<file path="src/rtl/lsr_cfg.svh">
// constants of the link service request decoder
`ifndef LSR_CFG_SVH
`define LSR_CFG_SVH

// core and interface rates in kHz, used by the sample divider
`define LSR_CORE_KHZ   19'd250000
`define LSR_IFACE_KHZ  19'd49152
`define LSR_ACC_ZERO   19'd0

// request type codes
`define LSR_T_IMM      3'h0
`define LSR_T_ISO      3'h1
`define LSR_T_PRI      3'h2
`define LSR_T_FAIR     3'h3
`define LSR_T_RD       3'h4
`define LSR_T_WR       3'h5
`define LSR_T_ACC      3'h6
`define LSR_T_RSV      3'h7

// speed codes
`define LSR_S100       3'h0
`define LSR_S200       3'h2
`define LSR_S400       3'h4

// bit positions in the stream, bit 0 first
`define LSR_POS_START  5'd0
`define LSR_POS_TYPE   5'd1
`define LSR_POS_TLAST  5'd3
`define LSR_POS_FIELD  5'd4
`define LSR_POS_OPT    5'd6
`define LSR_POS_DATA   5'd8

// stop bit positions
`define LSR_STOP_BUS   5'd7
`define LSR_STOP_RD    5'd8
`define LSR_STOP_WR    5'd16
`define LSR_STOP_ACC   5'd5

// field widths
`define LSR_W_TYPE     4'd3
`define LSR_W_SPEED    4'd3
`define LSR_W_ADDR     4'd4
`define LSR_W_DATA     4'd8

`define LSR_FRAME_ZERO 17'h00000
`define LSR_FRAME_ONE  17'h00001
`define LSR_CNT_ONE    5'd1

`endif

</file>
<file path="src/rtl/lsr_pkg.sv">
// types of the link service request decoder
package lsr_pkg;
  `include "lsr_cfg.svh"

  typedef enum logic [2:0] {
    LSR_IDLE = 3'b001,
    LSR_BODY = 3'b010,
    LSR_OPT  = 3'b100
  } lsr_state_t;

  typedef enum logic [2:0] {
    LSR_REQ_IMM  = `LSR_T_IMM,
    LSR_REQ_ISO  = `LSR_T_ISO,
    LSR_REQ_PRI  = `LSR_T_PRI,
    LSR_REQ_FAIR = `LSR_T_FAIR,
    LSR_REQ_RD   = `LSR_T_RD,
    LSR_REQ_WR   = `LSR_T_WR,
    LSR_REQ_ACC  = `LSR_T_ACC,
    LSR_REQ_RSV  = `LSR_T_RSV
  } lsr_req_t;
endpackage

</file>
<file path="src/rtl/lsr_request_decoder.sv">
// serial service request decoder on the link request line
//
// Notes on behaviour
// RULE_01: link sends each request serially, one bit per interface clock sample.
// RULE_02: every request starts with a 1 bit and ends with a 0 bit.
// RULE_03: bit 0 goes first and is most significant; bits 1-3 give the type.
// RULE_04: link keeps the request line low between requests.
// RULE_05: type 000 takes the bus at once when the interface is idle.
// RULE_06: type 001 arbitrates when idle, no subaction gap wait.
// RULE_07: type 010 arbitrates after subaction gap, ignoring fairness.
// RULE_08: type 011 arbitrates after subaction gap, obeying fairness.
// RULE_09: type 100 reads a register, returned by a later status transfer.
// RULE_10: type 101 writes data into the addressed register.
// RULE_11: type 110 controls acceleration; type 111 is reserved.
// RULE_12: bus request bits 4-6 give the packet speed.
// RULE_13: bus request is 8 bits; 7 bits allowed when bit 6 is 0.
// RULE_14: speed 000 S100, 010 S200, 100 S400; others invalid.
// RULE_15: invalid speed is arbitrated normally but sends a null packet.
// RULE_16: read request is 9 bits, address in bits 4-7.
// RULE_17: write request is 17 bits, address 4-7, data 8-15.
// RULE_18: acceleration request is 6 bits, bit 4 enables or disables.
// RULE_19: request line sampled at the 49.152 MHz interface rate.
// RULE_20: new bus requests ignored while one pends; bus reset clears them.
// RULE_21: write data lands as soon as the request has fully arrived.
// RULE_22: detect start, decode type, set length, then return to idle.
// RULE_23: reserved type is discarded with no state change.
`timescale 1ns/1ps

module lsr_request_decoder (
  input  wire logic       core_clk,
  input  wire logic       rst_n,
  input  wire logic       link_service_request_line,
  input  wire logic       iface_idle,
  input  wire logic       subaction_gap,
  input  wire logic       bus_reset,
  input  wire logic       bus_req_done,
  input  wire logic       read_done,
  output logic            immediate_bus_request_q,
  output logic            isochronous_bus_request_q,
  output logic            priority_bus_request_q,
  output logic            fair_bus_request_q,
  output logic [2:0]      bus_req_speed_q,
  output logic            null_packet_q,
  output logic            take_bus_q,
  output logic            arbitrate_q,
  output logic            arb_fair_q,
  output logic            register_read_request_q,
  output logic [3:0]      reg_read_addr_q,
  output logic            register_write_request_q,
  output logic [3:0]      reg_write_addr_q,
  output logic [7:0]      reg_write_data_q,
  output logic            accel_enable_q,
  output logic            request_error_q
);

  function automatic logic [7:0] take_bits(input logic [16:0] f,
                                           input logic [4:0]  pos,
                                           input logic [3:0]  n);
    logic [7:0] r;
    r = 8'h00;
    for (int i = 0; i < 8; i++) begin
      if (4'(i) < n) begin
        r = {r[6:0], f[5'(pos + 5'(i))]};
      end
    end
    return r;
  endfunction

  function automatic logic [4:0] stop_pos(input logic [2:0] t);
    logic [4:0] p;
    p = `LSR_POS_TLAST;
    unique case (t)
      `LSR_T_IMM, `LSR_T_ISO, `LSR_T_PRI, `LSR_T_FAIR: p = `LSR_STOP_BUS;
      `LSR_T_RD:  p = `LSR_STOP_RD;
      `LSR_T_WR:  p = `LSR_STOP_WR;
      `LSR_T_ACC: p = `LSR_STOP_ACC;
      `LSR_T_RSV: p = `LSR_POS_TLAST;
    endcase
    return p;
  endfunction

  function automatic logic spd_ok(input logic [2:0] s);
    return (s == `LSR_S100) || (s == `LSR_S200) || (s == `LSR_S400);
  endfunction

  // reset release and pin synchroniser
  logic rst_m_q;
  logic rst_s_q;
  logic rst_sync_n;
  logic line_m_q;
  logic line_s_q;

  always_ff @(posedge core_clk or negedge rst_n) begin
    if (!rst_n) begin
      rst_m_q <= 1'b0;
      rst_s_q <= 1'b0;
    end else begin
      rst_m_q <= 1'b1;
      rst_s_q <= rst_m_q;
    end
  end
  assign rst_sync_n = rst_s_q;

  always_ff @(posedge core_clk or negedge rst_sync_n) begin
    if (!rst_sync_n) begin
      line_m_q <= 1'b0;
      line_s_q <= 1'b0;
    end else begin
      line_m_q <= link_service_request_line;
      line_s_q <= line_m_q;
    end
  end

  // fractional divider: exact 49.152 MHz average sample rate from 250 MHz
  logic [18:0] acc_q;
  logic [18:0] acc_d;
  logic [18:0] acc_sum;
  logic        tick_q;
  logic        tick_d;

  always_comb begin
    acc_sum = acc_q + `LSR_IFACE_KHZ;
    acc_d   = acc_sum;
    tick_d  = 1'b0;
    if (acc_sum >= `LSR_CORE_KHZ) begin // RULE_19
      acc_d  = acc_sum - `LSR_CORE_KHZ;
      tick_d = 1'b1;
    end
  end

  always_ff @(posedge core_clk or negedge rst_sync_n) begin
    if (!rst_sync_n) begin
      acc_q  <= `LSR_ACC_ZERO;
      tick_q <= 1'b0;
    end else begin
      acc_q  <= acc_d;
      tick_q <= tick_d;
    end
  end

  // stream decoder
  lsr_pkg::lsr_state_t state_q;
  lsr_pkg::lsr_state_t state_d;
  logic [4:0]          cnt_q;
  logic [4:0]          cnt_d;
  logic [16:0]         bits_q;
  logic [16:0]         bits_d;
  logic [16:0]         cur;
  logic [2:0]          cur_type;
  logic                exec;
  logic                bad;

  always_comb begin
    state_d  = state_q;
    cnt_d    = cnt_q;
    bits_d   = bits_q;
    cur      = bits_q;
    cur[cnt_q] = line_s_q;
    cur_type = take_bits(cur, `LSR_POS_TYPE, `LSR_W_TYPE)[2:0]; // RULE_03
    exec     = 1'b0;
    bad      = 1'b0;
    if (tick_q) begin // RULE_01 RULE_19
      unique case (state_q)
        lsr_pkg::LSR_IDLE: begin
          if (line_s_q) begin // RULE_02 RULE_04 RULE_22
            state_d = lsr_pkg::LSR_BODY;
            cnt_d   = `LSR_CNT_ONE;
            bits_d  = `LSR_FRAME_ONE;
          end
        end
        lsr_pkg::LSR_BODY: begin
          bits_d = cur;
          cnt_d  = cnt_q + `LSR_CNT_ONE;
          if (cnt_q == `LSR_POS_TLAST && cur_type == `LSR_T_RSV) begin
            state_d = lsr_pkg::LSR_IDLE; // RULE_11 RULE_23
            bad     = 1'b1;
          end else if (cnt_q == stop_pos(cur_type)) begin // RULE_16 RULE_17 RULE_18
            state_d = lsr_pkg::LSR_IDLE; // RULE_22
            exec    = !line_s_q; // RULE_02
            bad     = line_s_q;
          end else if (!cur_type[2] && cnt_q == `LSR_POS_OPT && !line_s_q) begin
            // short form done; a stop bit may still follow
            state_d = lsr_pkg::LSR_OPT; // RULE_13
            exec    = 1'b1;
          end
        end
        lsr_pkg::LSR_OPT: begin
          // a 1 here can only be the next start bit
          if (line_s_q) begin // RULE_13
            state_d = lsr_pkg::LSR_BODY;
            cnt_d   = `LSR_CNT_ONE;
            bits_d  = `LSR_FRAME_ONE;
          end else begin
            state_d = lsr_pkg::LSR_IDLE;
          end
        end
      endcase
    end
  end

  always_ff @(posedge core_clk or negedge rst_sync_n) begin
    if (!rst_sync_n) begin
      state_q <= lsr_pkg::LSR_IDLE;
      cnt_q   <= `LSR_POS_START;
      bits_q  <= `LSR_FRAME_ZERO;
    end else begin
      state_q <= state_d;
      cnt_q   <= cnt_d;
      bits_q  <= bits_d;
    end
  end

  // request service
  logic       any_pend;
  logic       bus_set;
  logic [2:0] cur_speed;
  logic       imm_d;
  logic       iso_d;
  logic       pri_d;
  logic       fair_d;
  logic [2:0] speed_d;
  logic       null_d;
  logic       take_d;
  logic       arb_d;
  logic       arb_fair_d;
  logic       rd_d;
  logic [3:0] rd_addr_d;
  logic       wr_d;
  logic [3:0] wr_addr_d;
  logic [7:0] wr_data_d;
  logic       accel_d;

  always_comb begin
    any_pend  = immediate_bus_request_q | isochronous_bus_request_q |
                priority_bus_request_q | fair_bus_request_q;
    cur_speed = take_bits(cur, `LSR_POS_FIELD, `LSR_W_SPEED)[2:0]; // RULE_12
    bus_set   = exec && !cur_type[2] && !any_pend; // RULE_20
    imm_d     = immediate_bus_request_q;
    iso_d     = isochronous_bus_request_q;
    pri_d     = priority_bus_request_q;
    fair_d    = fair_bus_request_q;
    if (bus_req_done || bus_reset) begin // RULE_20
      imm_d  = 1'b0;
      iso_d  = 1'b0;
      pri_d  = 1'b0;
      fair_d = 1'b0;
    end
    speed_d = bus_req_speed_q;
    null_d  = null_packet_q;
    // an arriving request wins over a same-cycle clear when no request was already pending
    if (bus_set) begin
      imm_d   = imm_d | (cur_type == `LSR_T_IMM);
      iso_d   = iso_d | (cur_type == `LSR_T_ISO);
      pri_d   = pri_d | (cur_type == `LSR_T_PRI);
      fair_d  = fair_d | (cur_type == `LSR_T_FAIR);
      speed_d = cur_speed; // RULE_12
      null_d  = !spd_ok(cur_speed); // RULE_14 RULE_15
    end
    take_d     = immediate_bus_request_q && iface_idle; // RULE_05
    arb_d      = (isochronous_bus_request_q && iface_idle) || // RULE_06
                 ((priority_bus_request_q || fair_bus_request_q) && subaction_gap); // RULE_07
    arb_fair_d = fair_bus_request_q; // RULE_08
    rd_d       = register_read_request_q && !read_done;
    rd_addr_d  = reg_read_addr_q;
    // repeat reads are dropped until the pending one has been delivered
    if (exec && cur_type == `LSR_T_RD && !register_read_request_q) begin // RULE_09
      rd_d      = 1'b1;
      rd_addr_d = take_bits(cur, `LSR_POS_FIELD, `LSR_W_ADDR)[3:0]; // RULE_16
    end
    wr_d      = exec && cur_type == `LSR_T_WR; // RULE_10 RULE_21
    wr_addr_d = reg_write_addr_q;
    wr_data_d = reg_write_data_q;
    if (wr_d) begin
      wr_addr_d = take_bits(cur, `LSR_POS_FIELD, `LSR_W_ADDR)[3:0]; // RULE_17
      wr_data_d = take_bits(cur, `LSR_POS_DATA, `LSR_W_DATA);
    end
    accel_d = accel_enable_q;
    if (bus_reset || (bus_set && cur_type == `LSR_T_ISO)) begin
      accel_d = 1'b1;
    end
    if (exec && cur_type == `LSR_T_ACC) begin // RULE_11
      accel_d = cur[`LSR_POS_FIELD]; // RULE_18
    end
  end

  always_ff @(posedge core_clk or negedge rst_sync_n) begin
    if (!rst_sync_n) begin
      immediate_bus_request_q   <= 1'b0;
      isochronous_bus_request_q <= 1'b0;
      priority_bus_request_q    <= 1'b0;
      fair_bus_request_q        <= 1'b0;
      bus_req_speed_q           <= `LSR_S100;
      null_packet_q             <= 1'b0;
      take_bus_q                <= 1'b0;
      arbitrate_q               <= 1'b0;
      arb_fair_q                <= 1'b0;
      register_read_request_q   <= 1'b0;
      reg_read_addr_q           <= 4'h0;
      register_write_request_q  <= 1'b0;
      reg_write_addr_q          <= 4'h0;
      reg_write_data_q          <= 8'h00;
      accel_enable_q            <= 1'b1;
      request_error_q           <= 1'b0;
    end else begin
      immediate_bus_request_q   <= imm_d;
      isochronous_bus_request_q <= iso_d;
      priority_bus_request_q    <= pri_d;
      fair_bus_request_q        <= fair_d;
      bus_req_speed_q           <= speed_d;
      null_packet_q             <= null_d;
      take_bus_q                <= take_d;
      arbitrate_q               <= arb_d;
      arb_fair_q                <= arb_fair_d;
      register_read_request_q   <= rd_d;
      reg_read_addr_q           <= rd_addr_d;
      register_write_request_q  <= wr_d;
      reg_write_addr_q          <= wr_addr_d;
      reg_write_data_q          <= wr_data_d;
      accel_enable_q            <= accel_d;
      request_error_q           <= bad;
    end
  end
endmodule // lsr_request_decoder

</file>
<file path="config.mk">
export PLATFORM = sky130hd
export DESIGN_NAME = lsr_request_decoder
export DESIGN_NICKNAME = d
export VERILOG_FILES = /design/src/rtl/lsr_pkg.sv /design/src/rtl/lsr_request_decoder.sv
export VERILOG_INCLUDE_DIRS = /design/src /design/src/rtl
export SDC_FILE = /design/constraint.sdc
export NUM_CORES = 1
export LEC_CHECK = 0
export ABC_AREA = 1
export BUFFER_PORTS_ARGS = -buffer_cell sky130_fd_sc_hd__clkbuf_2
export CAP_MARGIN = 20
export CORE_UTILIZATION = 53
export DETAILED_ROUTE_END_ITERATION = 8
export GPL_ROUTABILITY_DRIVEN = 0
export PLACE_DENSITY = 0.76
export SLEW_MARGIN = 20
export SYNTH_ARGS = -nofsm -noshare
export SYNTH_HDL_FRONTEND = slang
export SYNTH_SLANG_ARGS = --single-unit
</file>
<file path="constraint.sdc">
create_clock -name core_clk -period 2.44 [get_ports core_clk]
set_clock_uncertainty 0.2 [all_clocks]
set_input_delay 0.244 -clock core_clk [delete_from_list [all_inputs] [get_ports core_clk]]
set_output_delay 0.244 -clock core_clk [all_outputs]
set_load 0.005 [all_outputs]
</file>
==> run summary, run 1 <==
I/O pin total - 39
Worst setup SP type - register
area post-placement - 4123 sq um
Die W - 84.62 microns
register area - 1861 sq um
CTS H-tree depth - 3
status - finished with violations
Fin. Hold Viols - 0
Worst-Skew Late Latency - 0.34 ns
Setup Slack @ Placement - -0.1019 ns
worst relative slew slack - 47.48%
TritonRoute pass-1 iters - 9
fillcell total - 466
GRT Util Overall - 24.42%
Sink Count - 74
hpwl dp - 5.720 mm
area delta synth->final - 28.99%
Die ar. - 7160 sq um
Max Freq - 395.1 MHz
routed length per instance - 14.54 microns
Die H - 84.62 microns
synthesized area - 3617 sq um
layout cells sized above 1 - 29.71%
post-route ant nets - 0
global-route wire length before repair - 13.77 mm
WS Path Type - register to register
syn_nets - 442
final WL - 8.755 mm
Row Count - 29
top cells by area, synth - dfrtp_1 50%, nand2_1 13%, inv_1 5.1%, o21ai_0 4.3%, nor2_1 2.9%
largest driver fanout on the critical path - 5
HP Class - input port to async pin
clock-pin slew on the worst setup and hold paths - 0.08 ns
#FFs+latches synth - 74
fin util - 72.24%
NumNets Final - 536
Yosys top cell area share - 49.81%
post-route minimum period - 2.531 ns
CP Data Required Time - 2.53 ns
Final Slew Violations - 0
grt total ovfl - 0
Core Footprint - 6459 sq um
PortBufs - 38
final period utilization - 103.7%
Reg-to-Reg Start - cnt_q[4]
pin count of the biggest net entering global routing - 47
synth unique cells - 34
Peak VDD IR - 414.5 uV
Root Driver - clkbuf_8
CTS Buf Count - 9
routed vias/inst - 5.392
PnR worst setup slack - -0.09111 ns
Max-cap violations - 0
Crit. Startpoint - cnt_q[4]
power density over cell area - 951.2 nW/um^2
multi-input logic area - 1693 sq um
Initial DRC Count - 280
reg2reg path depth - 16
Lkg Pwr - 0.002403 uW
# DRC - 4
Design Area, Final - 4666 sq um
initial antenna violation count - 0
Yosys warning total - 0
Worst-Margin Slew - 0.7849 ns
Longest Clk Path Bufs - 2
reg-to-reg slack, setup - -0.09 ns
routed vias - 3246
violated checks - design-rule violations, negative setup slack
Post-Syn Instances - 426
RSZ-0062 raised after global routing - true
CP Capture Type - register
Starting Density - 56.01%
endpoints failing setup - 20
Antenna diodes - 0
Post-Syn Area per Cell - 8.491 sq um
number of global-route vias before repair - 3072
r2r endpoint - reg_write_data_q[2]
Critical Path AT - 2.62 ns
biggest area consumer among synthesized cells - dfrtp_1
part of the Yosys area used for sequential elements - 51.26%
CTS tree - done
## power breakdown
| group | switching (uW) | total (uW) | internal, uW | leakage [uW] |
|---|---|---|---|---|
| clock | 445 | 838 | 393 | 0.0000891 |
| sequential | 143 | 1550 | 1410 | 0.000941 |
| combinational | 1200 | 2050 | 853 | 0.00137 |
## worst max-delay path: stages (launching register included)
cell     delay, ns
dfrtp_2       0.44
nor2_4        0.24
nand3_2       0.12
nand2_1       0.12
nand2_2       0.08
nand2_1       0.13
nand2_1       0.08
nand2_1       0.08
nand2_1       0.08
nor2_2        0.09
nand2_2       0.07
a21oi_4       0.20
nand2_4       0.10
nor2_8        0.15
buf_2         0.16
nand2_1       0.05
nand2_1       0.07
## layout by cell type, fill, tap and decap left out, types with 4 or more instances in the layout
cell	instances
o21ai_1	7
nand4_1	6
o31ai_1	4
nor3_1	8
a21oi_1	14
o22ai_1	6
nand2_1	111
dfrtp_2	5
clkbuf_8	10
dlygate4sd3_1	6
ha_1	5
xor2_1	11
buf_4	36
inv_1	46
o21ai_0	24
nand3_2	7
nand3_1	11
a22o_1	4
dfrtp_1	67
clkbuf_2	38
a31oi_1	4
inv_2	4
nand2_2	14
nor2_2	4
nor2_1	24
nand2_4	6
buf_6	7
xnor2_1	4
## synth_stat cells, drive strengths merged
cell / instances
a21oi: 17
a22o: 4
a31oi: 4
buf: 6
clkbuf: 2
conb: 1
dfrtp: 72
dfstp: 2
ha: 8
inv: 51
nand2: 131
nand3: 20
nand4: 6
nor2: 31
nor3: 8
nor3b: 2
o21a: 2
o21ai: 33
o22ai: 6
o31ai: 4
or4: 1
xnor2: 4
xor2: 11
## flip-flops by register name, summed over array words and instances (netlist names), 3 cells and up
name              flops
reg_write_addr_q      4
reg_read_addr_q       4
cnt_q                 5
state_q               3
bus_req_speed_q       3
acc_q                15
bits_q               15
reg_write_data_q      8
## kinds of logic after synthesis
family	after synthesis	share of synthesized area [%]
flip-flops	74	51.26
AO/OA/AOI/OAI	70	11.38
XOR/XNOR	15	3.632
adder cells (fa/ha/maj)	8	2.767
AND/OR/NAND/NOR	199	24.04
other	1	0.1037
buffers and inverters	59	6.814
## stage by stage
stage | hold slack, ns | instances | TNS [ns] | power, uW
6_report | 0.002906 | 602 | -1.222 | 4438
4_1_cts | 0.0008575 | 596 | 0 | 4031
3_5_place_dp | -0.1693 | 567 | -1.161 | 3030
3_3_place_gp | -0.1683 | 567 | -0.02072 | 2977
2_1_floorplan | -0.2516 | 426 | 0 | 2489
5_1_grt | 0.01193 | 602 | -5.446 | 4691
## routing by layer
metal / up-vias / track usage [%] / wire (microns)
li1: 1566 / - / -
met1: 1552 / 31.40 / 3766
met2: 100 / 41.24 / 4368
met3: 28 / 5.506 / 377
met4: 0 / 7.704 / 242
met5: - / 0 / 0
## worst max path at each step
stage	slack, ns	endpoint	depth (start not counted)
4_1_cts	0.004	reg_write_addr_q[1]	16
3_5_place_dp	-0.10	state_q[2]	18
2_1_floorplan	0.01	reg_write_addr_q[0]	17
5_1_grt	-0.27	accel_enable_q	16
6_report	-0.09	reg_write_data_q[2]	16
3_3_place_gp	-0.02	state_q[2]	18
## cell type report
| cell class | count | share of cell area (%) |
|---|---|---|
| sequential | 74 | 39.88 |
| tap | 77 | 2.065 |
| timing repair buffer | 90 | 13.81 |
| inverter | 51 | 4.264 |
| multi-input combinational | 294 | 36.28 |
| clock inverter | 5 | 0.6704 |
| clock buffer | 11 | 3.030 |
## timing repair
item,CTS,global route
gates cloned,1,1
pin swaps,3,7
gates resized for setup,14,48
setup buffers,6,5
hold buffers,6,0
setup endpoints to repair,22,40
hold endpoints to repair,8,0
No activity file was read; power rests on OpenSTA's default activity.
==> inputs of run 2 (changes only) <==
--- a/config.mk
+++ b/config.mk
@@ -12,6 +12,8 @@
 export CORE_UTILIZATION = 53
 export DETAILED_ROUTE_END_ITERATION = 8
 export GPL_ROUTABILITY_DRIVEN = 0
+export HOLD_SLACK_MARGIN = 0.15
+export MAX_ROUTING_LAYER = met4
 export PLACE_DENSITY = 0.76
 export SLEW_MARGIN = 20
 export SYNTH_ARGS = -nofsm -noshare
==> run summary, run 2 (synthesized netlist as in run 1, its figures left out) <==
final period utilization - 105.9% (+2.2 points)
layout cells sized above 1 - 29.62% (-0.092 points)
final WL - 8.931 mm (+2.0%)
number of global-route vias before repair - 3102 (+0.98%)
CTS tree - done
Core Footprint - 6459 sq um (unchanged)
area delta synth->final - 30.65%
Largest regs - acc_q (15), bits_q (15), reg_write_data_q (8)
power density over cell area - 942.4 nW/um^2 (-0.92%)
largest driver fanout on the critical path - 4 (-1)
routed length per instance - 14.71 microns (+1.2%)
routed vias/inst - 5.463 (+1.3%)
WS Path Type - register to register
CTS Buf Count - 9 (unchanged)
global-route wire length before repair - 13.99 mm (+1.6%)
grt total ovfl - 0 (unchanged)
Worst-Skew Late Latency - 0.34 ns (about the same)
hpwl dp - 5.720 mm (unchanged)
total power - 4454 uW (+0.35%)
fillcell total - 466 (unchanged)
clock-pin slew on the worst setup and hold paths - 0.08 ns (about the same)
Die W - 84.62 microns (unchanged)
initial antenna violation count - 0 (unchanged)
Critical Path AT - 2.67 ns (+0.05 ns)
status - finished with violations
register area - 1861 sq um (unchanged)
I/O pin total - 39 (unchanged)
Sink Count - 74 (unchanged)
TritonRoute pass-1 iters - 9 (unchanged)
violated checks - design-rule violations, negative setup slack
multi-input logic area - 1693 sq um (unchanged)
Max-cap violations - 0 (unchanged)
commonest non-fill, non-tap cells in the layout - 111 x nand2_1, 67 x dfrtp_1, 46 x inv_1
Starting Density - 56.01% (unchanged)
commonest non-fill, non-tap cell in the layout - nand2_1
worst relative slew slack - 51.05% (+3.6 points)
GRT Util Overall - 25.68% (+1.3 points)
PortBufs - 38 (unchanged)
HP Class - register to register
Die ar. - 7160 sq um (unchanged)
post-route minimum period - 2.584 ns (+0.05310 ns)
CP Data Required Time - 2.53 ns (about the same)
Row Count - 29 (unchanged)
Die H - 84.62 microns (unchanged)
Setup Slack @ Placement - -0.1019 ns (unchanged)
Max Freq - 387.0 MHz (-2.1%)
NumNets Final - 541 (+0.93%)
pin count of the biggest net entering global routing - 47 (unchanged)
Worst setup SP type - register
post-route ant nets - 0 (unchanged)
Longest Clk Path Bufs - 2 (unchanged)
endpoints failing setup - 28 (+40%)
Peak VDD IR - 449.2 uV (+8.4%)
Antenna diodes - 0 (unchanged)
Worst-Margin Slew - 0.7316 ns (-0.05336 ns)
# DRC - 3 (-1)
Fin. Hold Viols - 0 (unchanged)
Initial DRC Count - 279 (-0.36%)
Root Driver - clkbuf_8
Sum Neg Setup Slack - -2.400 ns (-1.177 ns)
CP Capture Type - register
fin util - 73.17% (+0.93 points)
PnR worst setup slack - -0.1442 ns (-0.05310 ns)
Final Slew Violations - 0 (unchanged)
routed vias - 3316 (+2.2%)
RSZ-0062 raised after global routing - true
Lkg Pwr - 0.002431 uW (+1.2%)
CTS H-tree depth - 3 (unchanged)
## run 2: cell type report
class                           count  share of cell area (%)
Timing Repair Buffer               95                   14.91
Tap cell                           77                   2.039
Inverter                           51                   4.210
Sequential cell                    74                   39.37
Clock inverter                      5                  0.6619
Clock buffer                       11                   2.992
Multi-Input combinational cell    294                   35.82
## run 2: metal layers
| metal | vias up | part of all wire (%) | global-route usage (%) | routed length (microns) |
|---|---|---|---|---|
| met2 | 126 | 50 | 42.13 | 4454 |
| met5 | - | 0 | - | 0 |
| met3 | 25 | 4.3 | 5.801 | 380 |
| met1 | 1587 | 44 | 31.85 | 3915 |
| met4 | 0 | 2.0 | 7.858 | 181 |
| li1 | 1578 | - | - | - |
## run 2: worst max-delay path, cell delays in order, from the launching register on
cell and delay (ns):
dfrtp_2 0.46, buf_6 0.14, ha_4 0.18, nand3_4 0.10, nand2_1 0.08, nand2_1 0.12, nand2_1 0.12, nand3_1 0.13
nand3_2 0.09, nor2_2 0.11, nand2_2 0.07, a21oi_4 0.20, nand2_4 0.10, nor2_8 0.15, buf_2 0.16, nand2_1 0.05
nand2_1 0.07
## run 2: worst paths after layout
kind,cells after the start,endpoint,startpoint,slack (ns)
worst max-delay path,16,reg_write_data_q[3],cnt_q[1],-0.14
worst min-delay path,0,line_s_q,line_m_q,0.15
worst max register to register,16,reg_write_data_q[3],cnt_q[1],-0.14
worst min register to register,0,line_s_q,line_m_q,0.15
max in group asynchronous,2,state_q[0],rst_s_q,1.05
min in group asynchronous,3,rst_m_q,rst_n,0.55
## run 2: timing repair
| action | CTS | global route |
|---|---|---|
| gates resized for setup | 14 | 47 |
| buffers inserted | 6 | 5 |
| gates cloned | 1 | 1 |
| setup endpoints to repair | 22 | 40 |
| hold endpoints to repair | 37 | 0 |
| hold buffers | 11 | 0 |
| pin swaps | 3 | 7 |
## run 2: stage by stage
stage / cells / area, sq um / hold slack (ns)
CTS: 601 / 4526 / 0.1556
global placement: 567 / 4123 / -0.1683
global route: 607 / 4726 / 0.1608
finish: 607 / 4726 / 0.1530
floorplan: 426 / 3622 / -0.2516
detailed placement: 567 / 4123 / -0.1693
## run 2: power by group
group          switching [uW]  internal (uW)
sequential                134           1410
combinational            1210            862
clock                     442            393
